**src/pkg/crj_regs.svh**
```systemverilog
`ifndef CRJ_REGS_SVH
`define CRJ_REGS_SVH
// ---------------------------------------------------------------
// opcodes and opcode nibbles
// ---------------------------------------------------------------
`define CRJ_OPC_INTERRUPT_RETURN_OP     8'hBF
`define CRJ_OPC_JP_PAIR  8'h30
`define CRJ_NIB_JP_CC    4'hD
`define CRJ_NIB_JR_CC    4'hB
`define CRJ_NIB_LD_IMM   4'hC
`define CRJ_NIB_LD_R2W   4'h8
`define CRJ_NIB_LD_W2R   4'h9
`define CRJ_OPC_LD_IRS   8'hC7
`define CRJ_OPC_LD_IRD   8'hD7
`define CRJ_OPC_LD_RR    8'hE4
`define CRJ_OPC_LD_RIR   8'hE5
`define CRJ_OPC_LD_RIM   8'hE6
`define CRJ_OPC_LD_IRIM  8'hD6
`define CRJ_OPC_LD_IRR   8'hF5
`define CRJ_OPC_LD_XS    8'h87
`define CRJ_OPC_LD_XD    8'h97
// ---------------------------------------------------------------
// flag register
// ---------------------------------------------------------------
`define CRJ_FLAGS_ADDR   8'hD5
`define CRJ_BIT_C        7
`define CRJ_BIT_Z        6
`define CRJ_BIT_S        5
`define CRJ_BIT_V        4
`define CRJ_BIT_FIS      1
// ---------------------------------------------------------------
// condition codes (low three bits; top bit inverts)
// ---------------------------------------------------------------
`define CRJ_CC_NEVER     3'h0
`define CRJ_CC_LT        3'h1
`define CRJ_CC_LE        3'h2
`define CRJ_CC_ULE       3'h3
`define CRJ_CC_OV        3'h4
`define CRJ_CC_MI        3'h5
`define CRJ_CC_EQ        3'h6
`define CRJ_CC_ULT       3'h7
`define CRJ_CC_INV_BIT   3
// ---------------------------------------------------------------
// lengths, stack steps, reset values
// ---------------------------------------------------------------
`define CRJ_LEN1         16'h0001
`define CRJ_LEN2         16'h0002
`define CRJ_LEN3         16'h0003
`define CRJ_SP_POP1      16'h0001
`define CRJ_SP_POP2      16'h0002
`define CRJ_PC_RST       16'h0000
`define CRJ_SP_RST       16'h0000
`define CRJ_FLAGS_RST    8'h00
`endif

```
**src/pkg/crj_pkg.sv**
```systemverilog
`default_nettype none
package crj_pkg;
  typedef enum logic [3:0] {
    CRJ_ST_IDLE = 4'h1,
    CRJ_ST_POPF = 4'h2,
    CRJ_ST_POPH = 4'h4,
    CRJ_ST_POPL = 4'h8
  } crj_state_t;

  typedef enum logic [2:0] {
    CRJ_OP_NONE = 3'h0,
    CRJ_OP_INTERRUPT_RETURN_OP = 3'h1,
    CRJ_OP_JPCC = 3'h2,
    CRJ_OP_JPRR = 3'h3,
    CRJ_OP_JR   = 3'h4,
    CRJ_OP_LD   = 3'h5
  } crj_op_t;
endpackage
`default_nettype wire

```
**src/design/crj_exec.sv**
```systemverilog
// Behaviour
// - normal return pops flags, then pc; sp steps
// - normal return sets global interrupt enable
// - normal return only when fast-return bit clear
// - fast return restores shadow flags, clears bit
// - fast return loads pc from instruction pointer, which gets pc+1
// - conditional absolute jump loads pc if true
// - unconditional jump loads pc from register pair
// - conditional jump three bytes, unconditional two
// - conditional jump byte: cc nibble, D nibble
// - relative jump adds displacement when true
// - displacement is signed byte, +127 to -128
// - displacement relative to next instruction address
// - relative jump two bytes: cc nibble, B nibble
// - load copies source to destination, source kept
// - jumps, and loads not aimed at the flags register, leave status flags unchanged
`include "crj_regs.svh"
`timescale 1ns/1ps
`default_nettype none
module crj_exec
  import crj_pkg::*;
(
  input  wire logic        clk,
  input  wire logic        srst,
  input  wire logic        exec_valid,
  input  wire logic [7:0]  exec_op0,
  input  wire logic [7:0]  exec_op1,
  input  wire logic [7:0]  exec_op2,
  input  wire logic [7:0]  ld_src_data,
  input  wire logic [7:0]  ld_dst_addr,
  input  wire logic [15:0] pair_data,
  input  wire logic        fast_entry,
  input  wire logic        gie_clear,
  input  wire logic [7:0]  stk_rdata,
  output logic             exec_ready,
  output logic             exec_done,
  output logic [15:0]      pc,
  output logic [15:0]      instruction_pointer,
  output logic [15:0]      sp,
  output logic [7:0]       flags,
  output logic [7:0]       flags_shadow,
  output logic             system_mode_gie,
  output logic             stk_rd,
  output logic [15:0]      stk_addr,
  output logic             rf_we,
  output logic [7:0]       rf_waddr,
  output logic [7:0]       rf_wdata
);
  // ---------------------------------------------------------------
  // decode helpers
  // ---------------------------------------------------------------
  function automatic crj_op_t crj_decode(input logic [7:0] op);
    crj_op_t c;
    c = CRJ_OP_NONE;
    if (op == `CRJ_OPC_INTERRUPT_RETURN_OP) begin
      c = CRJ_OP_INTERRUPT_RETURN_OP;
    end else if (op == `CRJ_OPC_JP_PAIR) begin
      c = CRJ_OP_JPRR;
    end else if (op[3:0] == `CRJ_NIB_JP_CC) begin
      c = CRJ_OP_JPCC;
    end else if (op[3:0] == `CRJ_NIB_JR_CC) begin
      c = CRJ_OP_JR;
    end else if (op[3:0] == `CRJ_NIB_LD_IMM ||
                 op[3:0] == `CRJ_NIB_LD_R2W ||
                 op[3:0] == `CRJ_NIB_LD_W2R ||
                 op == `CRJ_OPC_LD_IRS || op == `CRJ_OPC_LD_IRD ||
                 op == `CRJ_OPC_LD_RR  || op == `CRJ_OPC_LD_RIR ||
                 op == `CRJ_OPC_LD_RIM || op == `CRJ_OPC_LD_IRIM ||
                 op == `CRJ_OPC_LD_IRR || op == `CRJ_OPC_LD_XS ||
                 op == `CRJ_OPC_LD_XD) begin
      c = CRJ_OP_LD;
    end
    return c;
  endfunction
  // two-byte load forms; every other load form is three bytes
  function automatic logic [15:0] crj_ld_len(input logic [7:0] op);
    logic two;
    two = op[3:0] == `CRJ_NIB_LD_IMM || op[3:0] == `CRJ_NIB_LD_R2W ||
          op[3:0] == `CRJ_NIB_LD_W2R || op == `CRJ_OPC_LD_IRS ||
          op == `CRJ_OPC_LD_IRD;
    return two ? `CRJ_LEN2 : `CRJ_LEN3;
  endfunction
  function automatic logic crj_cond(input logic [3:0] cc,
                                    input logic [7:0] f);
    logic c;
    logic z;
    logic s;
    logic v;
    logic t;
    c = f[`CRJ_BIT_C];
    z = f[`CRJ_BIT_Z];
    s = f[`CRJ_BIT_S];
    v = f[`CRJ_BIT_V];
    unique case (cc[2:0])
      `CRJ_CC_NEVER: t = 1'b0;
      `CRJ_CC_LT:    t = s ^ v;
      `CRJ_CC_LE:    t = z | (s ^ v);
      `CRJ_CC_ULE:   t = c | z;
      `CRJ_CC_OV:    t = v;
      `CRJ_CC_MI:    t = s;
      `CRJ_CC_EQ:    t = z;
      `CRJ_CC_ULT:   t = c;
    endcase
    return t ^ cc[`CRJ_CC_INV_BIT];
  endfunction
  // ---------------------------------------------------------------
  // state and request acceptance
  // ---------------------------------------------------------------
  crj_state_t  state_reg;
  logic [15:0] pc_reg;
  logic [15:0] ip_reg;
  logic [15:0] sp_reg;
  logic [7:0]  flags_reg;
  logic [7:0]  shadow_reg;
  logic        gie_reg;
  logic [7:0]  pch_reg;
  logic        stk_rd_reg;
  logic [15:0] stk_addr_reg;
  logic        done_reg;
  logic        rf_we_reg;
  logic [7:0]  rf_waddr_reg;
  logic [7:0]  rf_wdata_reg;
  crj_op_t     op_cls;
  logic        take;
  logic        fast_take;
  logic        is_fast_ret;
  logic        is_norm_ret;
  logic        cond_ok;
  logic        ld_flags;
  logic [15:0] pc_jr;

  assign fast_take   = fast_entry && state_reg == CRJ_ST_IDLE;
  assign exec_ready  = state_reg == CRJ_ST_IDLE && !fast_entry;
  assign take        = exec_valid && exec_ready;
  assign op_cls      = crj_decode(exec_op0);
  assign is_norm_ret = op_cls == CRJ_OP_INTERRUPT_RETURN_OP && !flags_reg[`CRJ_BIT_FIS];
  assign is_fast_ret = op_cls == CRJ_OP_INTERRUPT_RETURN_OP && flags_reg[`CRJ_BIT_FIS];
  assign cond_ok     = crj_cond(exec_op0[7:4], flags_reg);
  assign ld_flags    = op_cls == CRJ_OP_LD &&
                       ld_dst_addr == `CRJ_FLAGS_ADDR;
  // signed byte, added to the address after the two-byte jump
  assign pc_jr = pc_reg + `CRJ_LEN2 +
                 {{8{exec_op1[7]}}, exec_op1};
  always_ff @(posedge clk) begin
    if (srst) begin
      state_reg <= CRJ_ST_IDLE;
    end else begin
      unique case (state_reg)
        CRJ_ST_IDLE: begin
          if (take && is_norm_ret) begin
            state_reg <= CRJ_ST_POPF;
          end
        end
        CRJ_ST_POPF: state_reg <= CRJ_ST_POPH;
        CRJ_ST_POPH: state_reg <= CRJ_ST_POPL;
        CRJ_ST_POPL: state_reg <= CRJ_ST_IDLE;
      endcase
    end
  end
  // ---------------------------------------------------------------
  // stack reads: flags at sp, pc high at sp+1, pc low at sp+2
  // ---------------------------------------------------------------
  always_ff @(posedge clk) begin
    if (srst) begin
      stk_rd_reg   <= 1'b0;
      stk_addr_reg <= `CRJ_SP_RST;
      pch_reg      <= `CRJ_FLAGS_RST;
    end else begin
      if (take && is_norm_ret) begin
        stk_rd_reg   <= 1'b1;
        stk_addr_reg <= sp_reg;
      end else if (state_reg == CRJ_ST_POPF ||
                   state_reg == CRJ_ST_POPH) begin
        stk_addr_reg <= sp_reg + `CRJ_SP_POP1;
      end else if (state_reg == CRJ_ST_POPL) begin
        stk_rd_reg <= 1'b0;
      end
      if (state_reg == CRJ_ST_POPH) begin
        pch_reg <= stk_rdata;
      end
    end
  end
  always_ff @(posedge clk) begin
    if (srst) begin
      sp_reg <= `CRJ_SP_RST;
    end else if (state_reg == CRJ_ST_POPF) begin
      sp_reg <= sp_reg + `CRJ_SP_POP1;
    end else if (state_reg == CRJ_ST_POPL) begin
      sp_reg <= sp_reg + `CRJ_SP_POP2;
    end
  end
  // ---------------------------------------------------------------
  // program counter and instruction pointer
  // ---------------------------------------------------------------
  always_ff @(posedge clk) begin
    if (srst) begin
      pc_reg <= `CRJ_PC_RST;
      ip_reg <= `CRJ_PC_RST;
    end else if (fast_take) begin
      pc_reg <= ip_reg;
      ip_reg <= pc_reg;
    end else if (take) begin
      unique case (op_cls)
        CRJ_OP_INTERRUPT_RETURN_OP: begin
          if (is_fast_ret) begin
            pc_reg <= ip_reg;
            ip_reg <= pc_reg + `CRJ_LEN1;
          end
        end
        CRJ_OP_JPCC: begin
          pc_reg <= cond_ok ? {exec_op1, exec_op2}
                            : pc_reg + `CRJ_LEN3;
        end
        CRJ_OP_JPRR: pc_reg <= pair_data;
        CRJ_OP_JR: begin
          pc_reg <= cond_ok ? pc_jr : pc_reg + `CRJ_LEN2;
        end
        CRJ_OP_LD:   pc_reg <= pc_reg + crj_ld_len(exec_op0);
        CRJ_OP_NONE: pc_reg <= pc_reg + `CRJ_LEN1;
      endcase
    end else if (state_reg == CRJ_ST_POPL) begin
      pc_reg <= {pch_reg, stk_rdata};
    end
  end
  // ---------------------------------------------------------------
  // flags, shadow flags, global interrupt enable
  // ---------------------------------------------------------------
  always_ff @(posedge clk) begin
    if (srst) begin
      flags_reg  <= `CRJ_FLAGS_RST;
      shadow_reg <= `CRJ_FLAGS_RST;
    end else if (fast_take) begin
      shadow_reg             <= flags_reg;
      flags_reg[`CRJ_BIT_FIS] <= 1'b1;
    end else if (take && is_fast_ret) begin
      flags_reg              <= shadow_reg;
      flags_reg[`CRJ_BIT_FIS] <= 1'b0;
    end else if (take && ld_flags) begin
      flags_reg <= ld_src_data;
    end else if (state_reg == CRJ_ST_POPF) begin
      flags_reg <= stk_rdata;
    end
  end
  // the return's set wins over a clear in the same cycle
  always_ff @(posedge clk) begin
    if (srst) begin
      gie_reg <= 1'b0;
    end else if (state_reg == CRJ_ST_POPL) begin
      gie_reg <= 1'b1;
    end else if (gie_clear) begin
      gie_reg <= 1'b0;
    end
  end
  // ---------------------------------------------------------------
  // register load write port and completion
  // ---------------------------------------------------------------
  always_ff @(posedge clk) begin
    if (srst) begin
      rf_we_reg    <= 1'b0;
      rf_waddr_reg <= `CRJ_FLAGS_RST;
      rf_wdata_reg <= `CRJ_FLAGS_RST;
    end else begin
      rf_we_reg <= take && op_cls == CRJ_OP_LD && !ld_flags;
      if (take && op_cls == CRJ_OP_LD) begin
        rf_waddr_reg <= ld_dst_addr;
        rf_wdata_reg <= ld_src_data;
      end
    end
  end
  always_ff @(posedge clk) begin
    if (srst) begin
      done_reg <= 1'b0;
    end else begin
      done_reg <= (take && !is_norm_ret) || state_reg == CRJ_ST_POPL;
    end
  end
  assign exec_done           = done_reg;
  assign pc                  = pc_reg;
  assign instruction_pointer = ip_reg;
  assign sp                  = sp_reg;
  assign flags               = flags_reg;
  assign flags_shadow        = shadow_reg;
  assign system_mode_gie     = gie_reg;
  assign stk_rd              = stk_rd_reg;
  assign stk_addr            = stk_addr_reg;
  assign rf_we               = rf_we_reg;
  assign rf_waddr            = rf_waddr_reg;
  assign rf_wdata            = rf_wdata_reg;
endmodule // crj_exec
`default_nettype wire

```
**config.mk**
```make
export PLATFORM = sky130hd
export DESIGN_NAME = crj_exec
export DESIGN_NICKNAME = d
export VERILOG_FILES = /design/src/pkg/crj_pkg.sv /design/src/design/crj_exec.sv
export VERILOG_INCLUDE_DIRS = /design/src /design/src/pkg
export SDC_FILE = /design/constraint.sdc
export NUM_CORES = 1
export LEC_CHECK = 0
export BUFFER_PORTS_ARGS = -buffer_cell sky130_fd_sc_hd__buf_2
export CORE_AREA = 2 2 130 132
export DETAILED_ROUTE_END_ITERATION = 10
export DIE_AREA = 0 0 132 134
export PLACE_DENSITY = 0.71
export SYNTH_ARGS = -nofsm -noshare
export SYNTH_HDL_FRONTEND = slang
export SYNTH_SLANG_ARGS = --single-unit
```
**constraint.sdc**
```tcl
create_clock -name clk -period 6.4 [get_ports clk]
set_clock_uncertainty 0.15 [all_clocks]
set_input_delay 1.28 -clock clk [delete_from_list [all_inputs] [get_ports clk]]
set_output_delay 1.28 -clock clk [all_outputs]
set_load 0.01 [all_outputs]
```
# After elaboration in Yosys (flattened, before gate mapping)
# Index checks and enable logic that the tools add are counted.
dict set report word_totals {
  elab_cells 141
  regBits 112
  output_inout_bits 101
  input_bits 69
}
dict set report op_classes {
  muxes 33
  addsub 7
  n_eq_ne 36
  n_reduce_logical 45
  n_bitwise 5
}
# cell n
set op_table {}
lappend op_table {{2-to-1 mux 16 bit} 14}
lappend op_table {{one-hot mux 16 bit (6 select lines)} 1}
lappend op_table {{== test 8 bit, second input constant} 11}
lappend op_table {{adder 16 x 2 -> 16 bit, second input constant} 3}
lappend op_table {{adder 16 x 1 -> 16 bit, second input constant} 2}
lappend op_table {{== test 4 bit, second input constant} 6}
lappend op_table {{2-to-1 mux 8 bit} 3}
lappend op_table {{== test 3 bit, second input constant} 6}
lappend op_table {{adder 16 bit} 1}
lappend op_table {{adder 16 x 2 -> 16 bit} 1}
lappend op_table {{one-hot mux 4 bit (4 select lines)} 1}
lappend op_table {{2-to-1 mux 3 bit} 5}
lappend op_table {{nonzero test 2 bit} 7}
lappend op_table {{logical OR 1 bit} 13}
lappend op_table {{== test 3 x 2 -> 1 bit, second input constant} 4}
lappend op_table {{logical AND 1 bit} 12}
lappend op_table {{== test 8 x 6 -> 1 bit, second input constant} 1}
lappend op_table {{one-hot mux 1 bit (8 select lines)} 1}
lappend op_table {{2-to-1 mux 1 bit} 7}
lappend op_table {{== test 3 x 1 -> 1 bit, second input constant} 2}
lappend op_table {{zero test 3 bit} 2}
lappend op_table {{AND reduction 2 bit} 3}
lappend op_table {{nonzero test 3 bit} 2}
lappend op_table {{== test 4 x 1 -> 1 bit, second input constant} 1}
lappend op_table {{other kinds (12)} 17}

# Depth between registers and ports, before layout
# Gate-level depths: netlist of run 1.
dict set report depth {
  ltp_word 23
  mapped_depth 15
  ltp_nobuf 13
}

# Worst setup path after synthesis of run 1
# Ideal clock, no wire load.
dict set report synth_timing {
  path_type {input to register}
  startpoint {in exec_op0[3]}
  endpoint {reg pc_reg[10], in the netlist pc[10]}
  path_buffers 1
  arrival_ps 3516
  slack_ps 2603
  setup_ps 131
  t_required_ps 6119
  cell_stages 14
  path_cell_list {clkbuf_1 nand2b_1 nor4_1 nor2_1 ha_1 inv_1 ha_1 or2_2 nor2_1 xor2_1 a221o_1 a221o_1 a221oi_1 o41ai_1}
}
dict set report synth_via {
  elab_chain_len 21
  word_cells_on_any_way 46
  cone_classes {add/sub: 1; eq/ne: 22; mux: 9; reduce/logical: 14}
}
# element line_no
set synth_lines {}
lappend synth_lines {{from (decl)} crj_exec.sv:26} ;# input wire logic [7:0] exec_op0,
lappend synth_lines {{== test 4 bit (no line)} -}
lappend synth_lines {{logical OR 1 bit (no line) (11 in a row)} -}
lappend synth_lines {{2-to-1 mux 3 bit} crj_exec.sv:63} ;# end else if (op[3:0] == `CRJ_NIB_LD_IMM ||
lappend synth_lines {{2-to-1 mux 3 bit} crj_exec.sv:61} ;# end else if (op[3:0] == `CRJ_NIB_JR_CC) begin
lappend synth_lines {{2-to-1 mux 3 bit} crj_exec.sv:59} ;# end else if (op[3:0] == `CRJ_NIB_JP_CC) begin
lappend synth_lines {{2-to-1 mux 3 bit} crj_exec.sv:57} ;# end else if (op == `CRJ_OPC_JP_PAIR) begin
lappend synth_lines {{2-to-1 mux 3 bit} crj_exec.sv:55} ;# if (op == `CRJ_OPC_INTERRUPT_RETURN_OP) begin
lappend synth_lines {{== test 3 bit (tied with other cells)} crj_exec.sv:203} ;# unique case (op_cls)
lappend synth_lines {{one-hot mux 16 bit (6 select lines) / logical AND 1 bit (equally long branches)} {crj_exec.sv:203, crj_exec.sv:137}}
lappend synth_lines {{2-to-1 mux 16 bit / inequality test 4 bit (equally long branches)} -}
lappend synth_lines {{2-to-1 mux 16 bit / AND reduction 2 bit (equally long branches)} -}
lappend synth_lines {{to (signal assigned)} crj_exec.sv:197} ;# pc_reg <= `CRJ_PC_RST;
lappend synth_lines {{to (signal assigned)} crj_exec.sv:200} ;# pc_reg <= ip_reg;
lappend synth_lines {{to (signal assigned)} crj_exec.sv:206} ;# pc_reg <= ip_reg;
lappend synth_lines {{to (decl)} crj_exec.sv:110} ;# logic [15:0] pc_reg;
# Parallel ways exist; a longest one is shown, timed or not.
# A chain may end at the register's enable or synchronous reset.

# Final worst setup path of run 1
dict set report layout_timing {
  startpoint {reg pc_reg[2], in the netlist pc[2]}
  endpoint {reg pc_reg[13], in the netlist pc[13]}
}
dict set report layout_via {
  elab_chain_len 6
  word_cells_on_any_way 10
  cone_classes {add/sub: 5; mux: 5}
}
# element line_no
set layout_lines {}
lappend layout_lines {{adder 16 x 2 -> 16 bit (no line)} -}
lappend layout_lines {{adder 16 bit} crj_exec.sv:142} ;# assign pc_jr = pc_reg + `CRJ_LEN2 +
lappend layout_lines {{2-to-1 mux 16 bit (no line)} -}
lappend layout_lines {{one-hot mux 16 bit (6 select lines) *} crj_exec.sv:203}
lappend layout_lines {{2-to-1 mux 16 bit *} crj_exec.sv:202} ;# end else if (take) begin
lappend layout_lines {{2-to-1 mux 16 bit *} crj_exec.sv:199} ;# end else if (fast_take) begin
# Mark *: on every way between the ends. The rest lies on a longest branch, timed or not.

==> summary.txt, run 1 <==
Pwr dens = 209.0 nW/µm²
Adder-cell share of the synthesized area = 3.980%
Commonest non-fill, non-tap cells in the layout = buf_2, nor2_1, nand2_1
Crit path cell chain = nand3_1 -> or2_2 -> nor2_1 -> xor2_1 -> ha_1 -> a21oi_1 -> o211ai_1 -> o31ai_1 -> o21ai_0 -> xnor2_1 -> nor3_1 -> nor4_1 -> o22ai_1
RePlAce Congestion = 0.9706
Drt wl/cell = 19.24 µm
Clock Root Buffer = clkbuf_16
Post-CTS repair timing setup buffer count = 0
Vias in the first global route = 7767
# fillers = 1645
Hold Path Class = reg2reg
Die Y = 134 µm
Initial antenna violation count = 1
Crit start category = flip-flop
CTS tree = built
Max stage delay on crit path = 650 ps
XOR/XNOR Fraction of Synth Area = 7.345%
DIE WIDTH = 132 µm
Flop-to-flop setup slack = 2080 ps
Nets = 1260
Clock transition at the registers of the reported paths = 70 ps
Dpl ws = 1933 ps
Num CTS Buffers = 9
Setup-failing EPs final = 0
IO Count = 170
DRC = 0
Avg Cell Area, Syn = 7.344 µm²
Critical path endpoint = pc[13]$_SDFFE_PP0P_
Vias per cell = 6.169
Post-synth top area cell = dfxtp_1
Fmax = 231.5 MHz
Synth cell types = 71
Post-cts hold buffer count = 0
Clk_lat worst skew = 350 ps
Syn Inst Count = 1053
Critical Path RT = 6460 ps
Layout area overhead = 15.42%
Std-Cell Rows = 47
Period utilization = 67.49%
CP Max Fanout = 12
Worst Max-Slew Pin Slew = 1067 ps
Clock Path Buffers = 2
Reg2Reg Depth = 13
Mux contribution to synthesized area = 3.284%
EDFF count, synth = 0
Slew HR = 28.63%
PostCTS Resize Cnt = 0
Arr. time, crit path = 4380 ps
Die Footprint = 17690 µm²
Largest family of logic cells by synthesized area = compound AO/OA/AOI/OAI gates
Complex-gate fraction of the synthesized area = 26.63%
Lkg Pwr = 3.658 nW
Final hold viol count = 0
Yosys reg bits = 112
RR Endpoint = pc[13]$_SDFFE_PP0P_
Max IR drop VDD = 0.1345 mV
Hold slack = 303.2 ps
Starting Density = 47.48%
Largest net degree at the start of global routing = 59
Simple-Gate Fraction of Synth Area = 24.74%
WS Path Type = reg2reg
Core Util, Final = 54.80%
Setup_tns = 0 ps
Period minus WS final = 4319 ps
Crit path from = pc[2]$_SDFFE_PP0P_
Outcome = completed
Top FF cell, synth = dfxtp_1
Ys async rst share = 0%
Slew Limit Fails = 0
Multi-input logic area = 5116 µm²
All-Layer GR Usage = 29.21%
Number of port buffers = 169
Dominant cells by area after synthesis = dfxtp_1, a21oi_1, nor2_1, nand2_1, xnor2_1
Commonest non-fill, non-tap cell in the layout = buf_2
Yosys warns = 0
Final Cell Area = 8926 µm²
Critical path's slowest cell = dfxtp_1
Antenna diodes = 0
Vias = 8581
Crit. End Element = flip-flop
Reg-to-Reg Start = pc[2]$_SDFFE_PP0P_
Post-route ant nets = 0
Yosys top cell area share = 28.99%
Htree depth = 3
Placed cell area = 8632 µm²
Core Area = 16290 µm²
Clock sink count = 112
Hold_sp = rf_wdata[7]$_SDFFE_PP0P_
Final worst slack = 2081 ps
Share of layout cells above drive strength 1 = 18.02%
Initial DRC count = 751
Sequential area share after synthesis = 28.99%
Max Cap Viol = 0
Unrepaired setup endpoints after global routing = false
Drt first pass iters = 5
Syn_nets = 1146
Final wirelength = 26.76 mm
GR Overflow Total = 0
Netlist Area Pre-Place = 7734 µm²
Final HPWL DP = 20.04 mm
First-pass GRT wire length = 41.64 mm
Register area = 2242 µm²
-- layer usage --
metal	vias up	wire [µm]	global-route usage (%)
met4	0	1177	14.07
met3	72	2401	5.933
li1	4080	-	-
met2	429	12220	47.19
met1	4000	10960	37.42
met5	-	0	0
-- cells in the mapped netlist (all sizes together), types with 3 or more instances --
cell type,instances
a2111oi,7
a211oi,26
a21o,4
a21oi,120
a221o,6
a221oi,23
a22oi,13
a31oi,8
and2,3
and3,9
and3b,4
buf,23
clkbuf,54
dfxtp,112
ha,23
inv,18
mux2i,22
nand2,127
nand2b,10
nand3,29
nand4,11
nand4b,5
nor2,143
nor2b,3
nor3,30
nor4,9
nor4b,4
o211ai,11
o21a,4
o21ai,51
o21bai,6
o221ai,7
o22ai,11
o31ai,5
or2,6
or3,10
xnor2,38
xor2,26
-- how the worst min path moves through the flow --
stage / to / slack (ps) / cells after the start
floorplan: pch_reg[6]$_SDFFE_PP0N_ / 290 / 2
global placement: rf_wdata[2]$_SDFFE_PP0P_ / 290 / 2
detailed placement: rf_wdata[7]$_SDFFE_PP0P_ / 300 / 2
CTS: rf_wdata[7]$_SDFFE_PP0P_ / 310 / 2
global route: rf_wdata[7]$_SDFFE_PP0P_ / 330 / 2
finish: rf_wdata[7]$_SDFFE_PP0P_ / 300 / 2
-- power breakdown --
part	leakage, nW	switching [mW]	internal, mW
Clock	0.142	0.267	0.304
Combinational	2.61	0.310	0.193
Sequential	0.906	0.0661	0.725
Total	3.66	0.643	1.22
-- area by class of cell --
type / count / share of cell area, %
inverter: 18 / 0.7569
multi-input combinational: 846 / 57.32
clock buffer: 9 / 2.523
sequential: 112 / 25.12
timing repair buffer: 180 / 10.43
clock inverter: 6 / 0.7710
tap: 220 / 3.084
-- cells by family after synthesis --
group / Yosys count
buffers and inverters: 95
adders and majority gates: 24
AOI/OAI and AO/OA: 321
xor gates and xnor gates: 64
and+or+nand+nor: 413
muxes: 24
DFF: 112
-- stage by stage --
| step | total power, mW | instances |
|---|---|---|
| 3_3_place_gp | 1.295 | 1376 |
| 4_1_cts | 1.861 | 1391 |
| 5_1_grt | 1.945 | 1391 |
| 6_report | 1.866 | 1391 |
| 3_5_place_dp | 1.297 | 1376 |
| 2_1_floorplan | 1.131 | 1053 |
-- worst max-delay path, delay by kind of cell (launching register included) --
family	cells	cell delay (ps)
simple gates	5	1400
xor+xnor	2	490
flops	1	650
compound gates	5	1150
fa+ha+maj	1	340
(Power assumes the default switching activity.)
==> run 2, diff against run 1 <==
- ABC_AREA: default -> 1
- CORE_AREA: 2 2 130 132 -> 2 2 138 140
- DIE_AREA: 0 0 132 134 -> 0 0 140 142
- PLACE_DENSITY: 0.71 -> 0.73
- clock period: 6.4 -> 3.9 ns (I/O delays scaled with it)
==> run 2 against run 1 <==
The flow now finishes with violations (design-rule violations); worst setup slack worse by 1600 ps; non-clock buffer count grew 21; critical endpoint is now pc[14]$_SDFFE_PP0P_; clock power is 68% higher; die area up 12%; sequential power increased by 66%; global-route usage grew 0.071 points; sequential share of layout area down 2.7 points; largest power group unchanged; critical path depth grew 7; critical path type unchanged; count of clock-buffer cells in the layout unchanged.
==> summary.txt, run 2 <==
Crit path from = pc[6]$_SDFFE_PP0P_
Crit start category = flip-flop
Synth cell types = 47
Nets = 1677
Sequential area share after synthesis = 25.93%
Syn Inst Count = 1438
Commonest non-fill, non-tap cells in the layout = nand2_1, inv_1, buf_2
Hold_sp = system_mode_gie$_SDFFE_PP0P_
Avg Cell Area, Syn = 6.012 µm²
RePlAce Congestion = 0.9568
Period minus WS final = 3423 ps
Drt first pass iters = 9
Yosys top cell area share = 25.93%
Max Cap Viol = 0
Most common cell in the synthesized netlist = nand2_1
Syn_nets = 1531
WS Path Type = reg2reg
# fillers = 1899
Clock sink count = 112
Share of layout cells above drive strength 1 = 15.67%
Post-cts hold buffer count = 0
Final hold viol count = 0
Yosys warns = 0
Dominant cells by area after synthesis = dfxtp_1, nand2_1, inv_1, nor2_1, nand3_1
CP Max Fanout = 10
Pwr dens = 346.6 nW/µm²
Initial antenna violation count = 1
Largest net degree at the start of global routing = 51
Commonest non-fill, non-tap cell in the layout = nand2_1
Die Y = 142 µm
GR Overflow Total = 0
Top FF cell, synth = dfxtp_1
Worst Max-Slew Pin Slew = 911.9 ps
Setup-failing EPs final = 0
Crit path cell chain = nand2_1 -> nor2_4 -> nand2_1 -> nor2_1 -> nand2_1 -> xor2_1 -> inv_1 -> ha_1 -> inv_1 -> nor3_1 -> nand3_1 -> nand2_1 -> nand2_1 -> nand3_1 -> nand3_1 -> nand3_1 -> nand2_1 -> nand2_1 -> nand2_1 -> a21oi_1
Final wirelength = 29.28 mm
Final HPWL DP = 22.26 mm
Final Cell Area = 10030 µm²
Post-synth top area cell = dfxtp_1
Die Footprint = 19880 µm²
Num CTS Buffers = 9
Period utilization = 87.77%
EDFF count, synth = 0
DIE WIDTH = 140 µm
Reg-to-Reg Start = pc[6]$_SDFFE_PP0P_
Initial DRC count = 891
Arr. time, crit path = 3540 ps
Fmax = 292.1 MHz
Failing checks = design-rule violations
Crit path top cell by count = nand2_1
Clock Path Buffers = 2
Max IR drop VDD = 0.2441 mV
CTS tree = built
Unrepaired setup endpoints after global routing = false
Outcome = finished, violations left
Clock Root Buffer = clkbuf_16
Placed cell area = 9718 µm²
Max stage delay on crit path = 520 ps
Std-Cell Rows = 50
Crit. End Element = flip-flop
First-pass GRT wire length = 47.16 mm
Post-route ant nets = 0
Netlist Area Pre-Place = 8646 µm²
Post-synth top cells = nand2_1, inv_1, nor2_1, nand3_1, dfxtp_1
Clock transition at the registers of the reported paths = 80 ps
Hold Path Class = reg2reg
Critical path's slowest cell = dfxtp_1
Slew Limit Fails = 0
Critical Path RT = 4020 ps
All-Layer GR Usage = 29.29%
IO Count = 170
Lkg Pwr = 5.128 nW
Vias in the first global route = 9020
Yosys reg bits = 112
Vias = 9785
Multi-input logic area = 5356 µm²
Clk_lat worst skew = 350 ps
Register area = 2243 µm²
DRC = 3
Antenna diodes = 0
Htree depth = 3
Drt wl/cell = 16.06 µm
Starting Density = 46.85%
Ys async rst share = 0%
Layout area overhead = 15.96%
Number of port buffers = 169
Vias per cell = 5.368
Setup_tns = 0 ps
Slew HR = 39.06%
Core Area = 18460 µm²
run 2: stage by stage:
| stage | std cells | power (mW) | util (%) | setup slack [ps] | hold slack (ps) |
|---|---|---|---|---|---|
| after floorplan | 1438 | 2.132 | - | 878.8 | 328.2 |
| after global placement | 1807 | 2.513 | 52.66 | 489.1 | 302.1 |
| after detailed placement | 1807 | 2.520 | 52.66 | 383.4 | 310.0 |
| after CTS | 1823 | 3.473 | 54.31 | 370.8 | 321.8 |
| after global routing | 1823 | 3.686 | 54.33 | 5.684 | 352.2 |
| final | 1823 | 3.475 | 54.33 | 476.9 | 315.3 |
run 2: where the power goes:
part           switching (mW)  leakage [nW]  internal (mW)
logic                   0.785          4.07          0.423
clock network           0.453         0.144          0.506
registers              0.0897         0.910           1.22
run 2: layer usage:
layer / routed length [µm] / vias up / GRT usage, %
met1: 13040 / 4449 / 39.74
met5: 0 / - / 0
li1: - / 4905 / -
met2: 13540 / 392 / 48.92
met3: 2063 / 39 / 3.600
met4: 637 / 0 / 9.144
run 2: path summary, 6_finish.rpt:
path | to | slack, ps | cells past startpoint
max | pc[14]$_SDFFE_PP0P_ | 480 | 20
min | system_mode_gie$_SDFFE_PP0P_ | 320 | 2
max reg2reg | pc[14]$_SDFFE_PP0P_ | 480 | 20
min reg2reg | system_mode_gie$_SDFFE_PP0P_ | 320 | 2
run 2: cells by family after synthesis:
| family | share of synthesized area (%) |
|---|---|
| AO/OA/AOI/OAI | 16.31 |
| adder cells (fa/ha/maj) | 3.560 |
| flip-flops | 25.93 |
| XOR/XNOR | 6.483 |
| buffers and inverters | 12.17 |
| AND/OR/NAND/NOR | 35.54 |
run 2: cell type report:
class	count	area share, %
multi-input combinational	1066	53.43
inverter	194	7.288
clock buffer	9	2.246
timing repair buffer	201	10.96
clock inverter	7	0.7862
sequential	112	22.38
tap	234	2.920
run 2: critical path: cells and delay by family (launching register included):
| kind | cells | cell delay (ps) |
|---|---|---|
| AO/OA/AOI/OAI | 1 | 120 |
| XOR/XNOR | 1 | 190 |
| adder cells (fa/ha/maj) | 1 | 360 |
| buffers and inverters | 2 | 130 |
| flip-flops | 1 | 520 |
| AND/OR/NAND/NOR | 15 | 1870 |
run 2: what timing repair did:
action                                 4_1_cts  5_1_grt
resized for setup                            0        2
setup endpoints to repair                    0        4
buffers inserted                             0        0
endpoints found under the hold margin        0        0
